--- config.mk ---
export PLATFORM = sky130hd
export DESIGN_NAME = status_flag_logic
export DESIGN_NICKNAME = d
export VERILOG_FILES = /design/src/status_flag_pkg.sv /design/src/status_flag_logic.sv
export SDC_FILE = /design/constraint.sdc
export NUM_CORES = 1
export LEC_CHECK = 0
export ABC_AREA = 1
export BUFFER_PORTS_ARGS = -buffer_cell sky130_fd_sc_hd__buf_4
export CAP_MARGIN = 30
export CORE_AREA = 3 3 46 48
export DETAILED_ROUTE_END_ITERATION = 10
export DIE_AREA = 0 0 49 51
export PLACE_DENSITY = 0.71
export SKIP_LAST_GASP = 1
export SYNTH_ARGS = -nofsm -noshare
export SYNTH_HDL_FRONTEND = slang
export SYNTH_SLANG_ARGS = --single-unit
export TNS_END_PERCENT = 30
--- constraint.sdc ---
create_clock -name core_clk -period 0.8 [get_ports core_clk]
set_input_delay 0.08 -clock core_clk [delete_from_list [all_inputs] [get_ports core_clk]]
set_output_delay 0.08 -clock core_clk [all_outputs]
set_load 0.1 [all_outputs]
--- src/status_flag_pkg.sv ---
// Purpose: Constants for the status-word flag logic.
// Assumes: 8-bit accumulator, four 8-byte register banks.
// Notes: Operation summary follows.
package status_flag_pkg;
    localparam int DATA_W = 8;
    localparam int BANK_ADDR_W = 5;
    localparam logic [7:0] PRODUCT_LIMIT = 8'hFF;
    localparam logic [2:0] BANK_SHIFT = 3'h3;
    localparam logic RST_OVERFLOW = 1'b0;
    localparam logic RST_USER_FLAG = 1'b0;
    localparam logic RST_BANK = 1'b0;
    localparam logic RST_PARITY = 1'b0;
    localparam logic [BANK_ADDR_W-1:0] RST_BANK_BASE = 5'h00;

    typedef enum logic [2:0] {
        OP_NONE = 3'b000,
        OP_ADD = 3'b001,
        OP_ADD_WITH_CARRY_OP = 3'b010,
        OP_SUBTRACT_WITH_BORROW_OP = 3'b011,
        OP_MUL = 3'b100,
        OP_DIV = 3'b101
    } alu_op_t;
endpackage : status_flag_pkg

--- src/status_flag_logic.sv ---
// Purpose: Overflow, parity, user flag and register bank base.
// Assumes: ALU presents operands, result and op with a write-back pulse.
// Notes: All outputs registered; parity trails accumulator by one cycle.
`timescale 1ns/1ps
module status_flag_logic
    import status_flag_pkg::*;
(
    input wire logic core_clk,
    input wire logic srst,
    input wire logic wb_valid,
    input wire alu_op_t wb_op,
    input wire logic [DATA_W-1:0] operand_a,
    input wire logic [DATA_W-1:0] operand_b,
    input wire logic [DATA_W-1:0] sum_result,
    input wire logic [2*DATA_W-1:0] product,
    input wire logic [DATA_W-1:0] accumulator,
    input wire logic sw_write,
    input wire logic sw_user_flag_one,
    input wire logic sw_bank_select_high,
    input wire logic sw_bank_select_low,
    output logic overflow_flag,
    output logic user_flag_one,
    output logic parity_flag,
    output logic bank_select_high,
    output logic bank_select_low,
    output logic [BANK_ADDR_W-1:0] bank_base_addr
);

    // ************************************************************
    // Helper functions
    // ************************************************************

    // Two's-complement overflow from the three sign bits
    function automatic logic sign_overflow(
        input logic a,
        input logic b,
        input logic r,
        input logic sub
    );
        // Subtract flips the effective sign of the second operand
        sign_overflow = ((a == (b ^ sub)) && (r != a));
    endfunction : sign_overflow

    // Product too large for one byte
    function automatic logic product_too_big(
        input logic [2*DATA_W-1:0] p
    );
        product_too_big = (p > {{DATA_W{1'b0}}, PRODUCT_LIMIT});
    endfunction : product_too_big

    // One when the count of set bits is odd
    function automatic logic odd_parity(
        input logic [DATA_W-1:0] v
    );
        odd_parity = ^v;
    endfunction : odd_parity

    // Bank number times bank size
    function automatic logic [BANK_ADDR_W-1:0] bank_base(
        input logic hi,
        input logic lo
    );
        bank_base = BANK_ADDR_W'({hi, lo}) << BANK_SHIFT;
    endfunction : bank_base

    // ************************************************************
    // Operation decode
    // ************************************************************

    wire logic is_add;
    wire logic is_sub;
    wire logic is_mul;
    wire logic is_div;
    wire logic arith_op;
    wire logic op_taken;

    assign is_add = (wb_op == OP_ADD) || (wb_op == OP_ADD_WITH_CARRY_OP);
    assign is_sub = (wb_op == OP_SUBTRACT_WITH_BORROW_OP);
    assign is_mul = (wb_op == OP_MUL);
    assign is_div = (wb_op == OP_DIV);
    assign arith_op = is_add || is_sub || is_mul || is_div;

    // Only a valid arithmetic write-back may touch the flag
    assign op_taken = wb_valid && arith_op;

    // ************************************************************
    // Overflow conditions
    // ************************************************************

    wire logic a_sign;
    wire logic b_sign;
    wire logic r_sign;
    wire logic add_ovf;
    wire logic mul_ovf;
    wire logic divisor_zero;
    wire logic div_ovf;
    wire logic ovf_hit;

    assign a_sign = operand_a[DATA_W-1];
    assign b_sign = operand_b[DATA_W-1];
    assign r_sign = sum_result[DATA_W-1];

    // Carry-in is already folded into the result by the ALU
    assign add_ovf = (is_add || is_sub) && sign_overflow(a_sign, b_sign, r_sign, is_sub);

    // Full product is compared, not just its upper byte
    assign mul_ovf = is_mul && product_too_big(product);

    assign divisor_zero = (operand_b == '0);
    assign div_ovf = is_div && divisor_zero;

    // Any one condition sets; an arithmetic write-back with none of them clears
    assign ovf_hit = add_ovf || mul_ovf || div_ovf;

    // ************************************************************
    // Next-state values
    // ************************************************************

    logic overflow_r;
    logic overflow_nxt;
    logic parity_r;
    logic parity_nxt;
    logic user_r;
    logic user_nxt;
    logic bsh_r;
    logic bsh_nxt;
    logic bsl_r;
    logic bsl_nxt;
    logic [BANK_ADDR_W-1:0] base_r;
    logic [BANK_ADDR_W-1:0] base_nxt;

    // Non-arithmetic ops leave the flag alone
    assign overflow_nxt = op_taken ? ovf_hit : overflow_r;

    // Registered copy costs one cycle of lag behind the accumulator
    assign parity_nxt = odd_parity(accumulator);

    // Software writes all three fields together
    assign user_nxt = sw_write ? sw_user_flag_one : user_r;
    assign bsh_nxt = sw_write ? sw_bank_select_high : bsh_r;
    assign bsl_nxt = sw_write ? sw_bank_select_low : bsl_r;

    // Base follows the new bank bits in the same write
    assign base_nxt = sw_write ? bank_base(sw_bank_select_high, sw_bank_select_low) : base_r;

    // ************************************************************
    // Overflow flag register
    // ************************************************************

    always_ff @(posedge core_clk) begin
        if (srst) begin
            overflow_r <= RST_OVERFLOW;
        end else begin
            overflow_r <= overflow_nxt;
        end
    end

    // ************************************************************
    // Parity flag register
    // ************************************************************

    always_ff @(posedge core_clk) begin
        if (srst) begin
            parity_r <= RST_PARITY;
        end else begin
            parity_r <= parity_nxt;
        end
    end

    // ************************************************************
    // User flag register
    // ************************************************************

    // No hardware event reaches this register
    always_ff @(posedge core_clk) begin
        if (srst) begin
            user_r <= RST_USER_FLAG;
        end else begin
            user_r <= user_nxt;
        end
    end

    // ************************************************************
    // Bank select registers
    // ************************************************************

    always_ff @(posedge core_clk) begin
        if (srst) begin
            bsh_r <= RST_BANK;
            bsl_r <= RST_BANK;
        end else begin
            bsh_r <= bsh_nxt;
            bsl_r <= bsl_nxt;
        end
    end

    // Base kept as a register so the output is a plain flip-flop
    always_ff @(posedge core_clk) begin
        if (srst) begin
            base_r <= RST_BANK_BASE;
        end else begin
            base_r <= base_nxt;
        end
    end

    // ************************************************************
    // Outputs
    // ************************************************************

    assign overflow_flag = overflow_r;
    assign user_flag_one = user_r;
    assign parity_flag = parity_r;
    assign bank_select_high = bsh_r;
    assign bank_select_low = bsl_r;
    assign bank_base_addr = base_r;

endmodule : status_flag_logic

* Word-level counts from Yosys, hierarchy flattened
Index checks and enable logic that the tools add are counted.
** Word-level totals
- Register bits after elaboration :: 7
- Latch bits :: 0
- Bits in writable memories :: 0
- ROM bits :: 0
- Bits of input ports :: 58
- Output and inout port bits :: 10
- Logic and storage cells :: 28
- Memories kept :: 0
** Cells by class
- Add/subtract/negate cells :: 0
- Multiply operators :: 0
- Div/mod/pow operators :: 0
- $lt $le $gt $ge :: 1
- Equal/unequal tests :: 7
- Shift operators :: 0
- Muxes and demuxes :: 0
- Bitwise gates (word level) :: 1
- Reductions and logical operators :: 13
** Operators with widths (number)
- $gt 16x8->1 const B :: 1
- $logic_not 8->1 :: 1
- $reduce_xor 8->1 :: 1
- $eq 3x2->1 const B :: 2
- $eq 3x3->1 const B :: 2
- $logic_or 1x1->1 :: 6
- $logic_and 1x1->1 :: 5
- $eq 3x1->1 const B :: 1
- $eq 1x1->1 :: 1
- $ne 1x1->1 :: 1
- $xor 1x1->1 :: 1

* Depth between registers and ports, before layout
- Word-level depth :: 7
- Gate-level depth with buffers :: 9
- Depth with buffers taken out :: 9

* Worst setup path before layout
Ideal clock, no wire load.
- Path kind :: register to output
- Start point :: register base_r[3], in the netlist bank_base_addr[3]
- End point :: output bank_base_addr[3]
- Arrival time :: 1.369 ns
- Required time :: 0.720 ns
- Path slack :: -0.649 ns
- Stages on the path, launching flop included :: 2
- Path buffers :: 1
- Cells stage by stage :: dfxtp_1 > buf_4
** RTL lines
- from (decl) :: RTL line status_flag_logic.sv:129 : logic [BANK_ADDR_W-1:0] base_r;
- from (signal assigned) :: RTL line status_flag_logic.sv:202 : base_r <= base_nxt;
- to (decl) :: RTL line status_flag_logic.sv:26 : output logic [BANK_ADDR_W-1:0] bank_base_addr
No word-level cell between the ends.

* Worst setup path in the final report
- Start point :: register bsh_r, in the netlist bank_select_high
- End point :: output bank_select_high
** RTL lines
- from (decl) :: RTL line status_flag_logic.sv:125 : logic bsh_r;
- from (signal assigned) :: RTL line status_flag_logic.sv:192 : bsh_r <= bsh_nxt;
- to (decl) :: RTL line status_flag_logic.sv:24 : output logic bank_select_high,
No word-level cell between the ends.

==> out/qor.txt <==
Most used flip-flop cell after synthesis = dfxtp_1
Power density cells = 1470 nW/um^2
RSZ-0062 raised after global routing = yes
Crit path buf inv count = 1
Final setup violation count = 7
Worst Path Required = 0.72 ns
Gr ovfl total = 0
CP delay by family, top = flip-flops
CTS sink count = 5
Flops & latches, synth = 5
Row cnt = 15
WP data arrival = 0.78 ns
Status = complete, but fails checks
Starting Density = 24.0%
Async SR Flop Fraction = 0%
Yosys top cell area share = 23.9%
Die height = 51 um
Number of global-route vias before repair = 505
Post-CTS sizing = 16
Failing checks = negative setup slack
DR DRC count = 0
Busiest layer in global routing = met2
Cell with the most instances after synthesis = nor2_1
Clock Tree Buf Depth = 2
P_leak = 0.443 nW
Placement Cell Area = 747 um^2
Chip Width = 49 um
Cell Area, Synth = 419 um^2
Startpoint Class = register
Final period util = 108%
Min-delay worst type = primary input to register
Total iterations of the first detailed-routing run = 4
Final WL = 1.22 mm
Antenna Violating Nets Remaining = 0
Total CTS buffers = 3
Crit path max fanout = 3
Tot Pwr = 1.24 mW
Mapped Cells = 72
Fin area = 842 um^2
Worst vdd ir = 0.000548 V
Net Sw Frac = 41.8%
Largest net degree at the start of global routing = 6
Boundary Pins = 68
Highest cell delay on the worst timing path = 0.37 ns
Number of synthesized flops with an enable pin = 0
Seq pwr share = 24.3%
Syn. warnings = 0
Combinational power share = 52.8%
Crit path cell chain = buf_12
Gpl congestion = 0.655
Ant diodes = 0
Tmin final = 0.864 ns
Wire per inst = 8.68 um
Clock skew = 0 ns
Core footprint = 1750 um^2
1st-iter DRT viols = 1
Max Slew Vio Count = 0
Crit path kind = register to primary output
Reg clk slew, reported paths = 0.04 ns
Cell variety after synth = 14
Hpwl dp = 1.09 mm
Worst-skew pair later-pin latency = 0.23 ns
Slowest stage cell, crit path = dfxtp_4
GR met2 Demand/Resource = 21.7%
Internal = 0.721 mW
Initial antenna violation count = 0
M1 GR Usage = 7.37%
Met3 GRT Util = 1.46%
Clock power frac = 22.9%
Post-CTS setup repair buffer count = 0
Share of cells above drive strength 1 = 44.3%
Setup ws final = -0.0638 ns
Die area = 2500 um^2
Port Buf Inserts = 42
H-tree levels = 1
Hold-fix buffers, CTS = 0
Post-synthesis sequential area ratio = 23.9%
Maxcap violations = 0
Via density = 3.93
Nature of the critical path endpoint = primary output
First-pass GRT wire length = 1.90 mm
CTS tree = built
Root buffer cell = clkbuf_4
Vias = 550
Layout area overhead = 101%
Area leader, netlist = dfxtp_1
Tot GR Track Use = 9.83%
Final Hold Violating Endpoints = 0
Fmax = 1160 MHz
Final net count = 174
Mean post-synth cell area = 5.82 um^2
Synth cell count leaders = 21 x nor2_1, 14 x nand2_1, 8 x inv_1
Synth top area cells = dfxtp_1 24%, nor2_1 19%, nand2_1 13%
Sw Pwr = 0.517 mW
sequential cells by signal, summed over array words and instances, names as in the netlist:
name              cells
bank_base_addr        1
bank_select_high      1
overflow_flag         1
parity_flag           1
user_flag_one         1
power groups by stage:
stage	sequential (mW)	clock, mW	combinational [mW]
detailed placement	0.292	0	0.606
finish	0.300	0.284	0.654
CTS	0.300	0.297	0.653
global route	0.303	0.320	0.692
floorplan	0.467	0	0.258
global placement	0.290	0	0.598
routing by layer:
layer  part of all wire [%]  vias to the layer above
li1                       -                      295
met1                     32                      243
met2                     65                       12
met3                    2.9                        0
met4                      0                        0
met5                      0                        -
worst paths after layout:
| check | start | endpoint | slack [ns] | cells past startpoint |
|---|---|---|---|---|
| setup / recovery | bank_select_high | bank_select_high | -0.06 | 1 |
| hold / removal | sw_user_flag_one | user_flag_one | 0.07 | 3 |
| setup reg to reg | bank_base_addr[3] | bank_base_addr[3] | 0.11 | 2 |
| hold reg to reg | user_flag_one | user_flag_one | 0.52 | 2 |
layout make-up:
class,instances,area [um^2]
Multi-Input combinational cell,56,259
Sequential cell,5,111
Inverter,8,30.0
Timing Repair Buffer,42,384
Fill cell,168,903
Clock buffer,4,26.3
Tap cell,25,31.3
through the flow:
step	hold WS (ns)	utilization [%]	setup slack, ns	TNS (ns)	cells
6_report	0.0730	48.2	-0.0638	-0.401	140
5_1_grt	0.0798	48.2	-0.0904	-0.602	140
4_1_cts	0.0694	48.0	-0.0731	-0.483	140
3_5_place_dp	0.317	42.8	-0.110	-0.147	136
3_3_place_gp	0.310	42.8	-0.0805	-0.0833	136
2_1_floorplan	0.214	-	-0.170	-0.464	74
cell families (layout without fill, tap and decap cells):
logic type / count (synthesis) / after routing / synth area share (%)
buffers and inverters: 13 / 54 / 16.1
flip-flops: 5 / 5 / 23.9
XOR/XNOR: 6 / 6 / 12.5
AND/OR/NAND/NOR: 42 / 42 / 40.6
AO/OA/AOI/OAI: 5 / 5 / 5.97
other: 1 / 3 / 0.895
layout by cell type (no fill, tap or decap), types with 2 or more instances in the layout:
master	Yosys	layout
buf_4	5	35
buf_8	0	2
inv_1	8	8
nand3_1	4	4
o21ai_0	4	4
xor2_1	2	2
buf_12	0	4
nand2_1	14	14
nor2_1	21	21
conb_1	1	3
xnor2_1	4	4
dfxtp_4	0	2
clkbuf_4	0	3
dfxtp_2	0	3
worst register-to-register path: cells and delay by family (launching register included):
family / cells / cell delay, ns
AOI/OAI and AO/OA: 1 / 0.17
DFF: 1 / 0.36
and+or+nand+nor: 1 / 0.05
No activity file was read; power rests on OpenSTA's default activity.
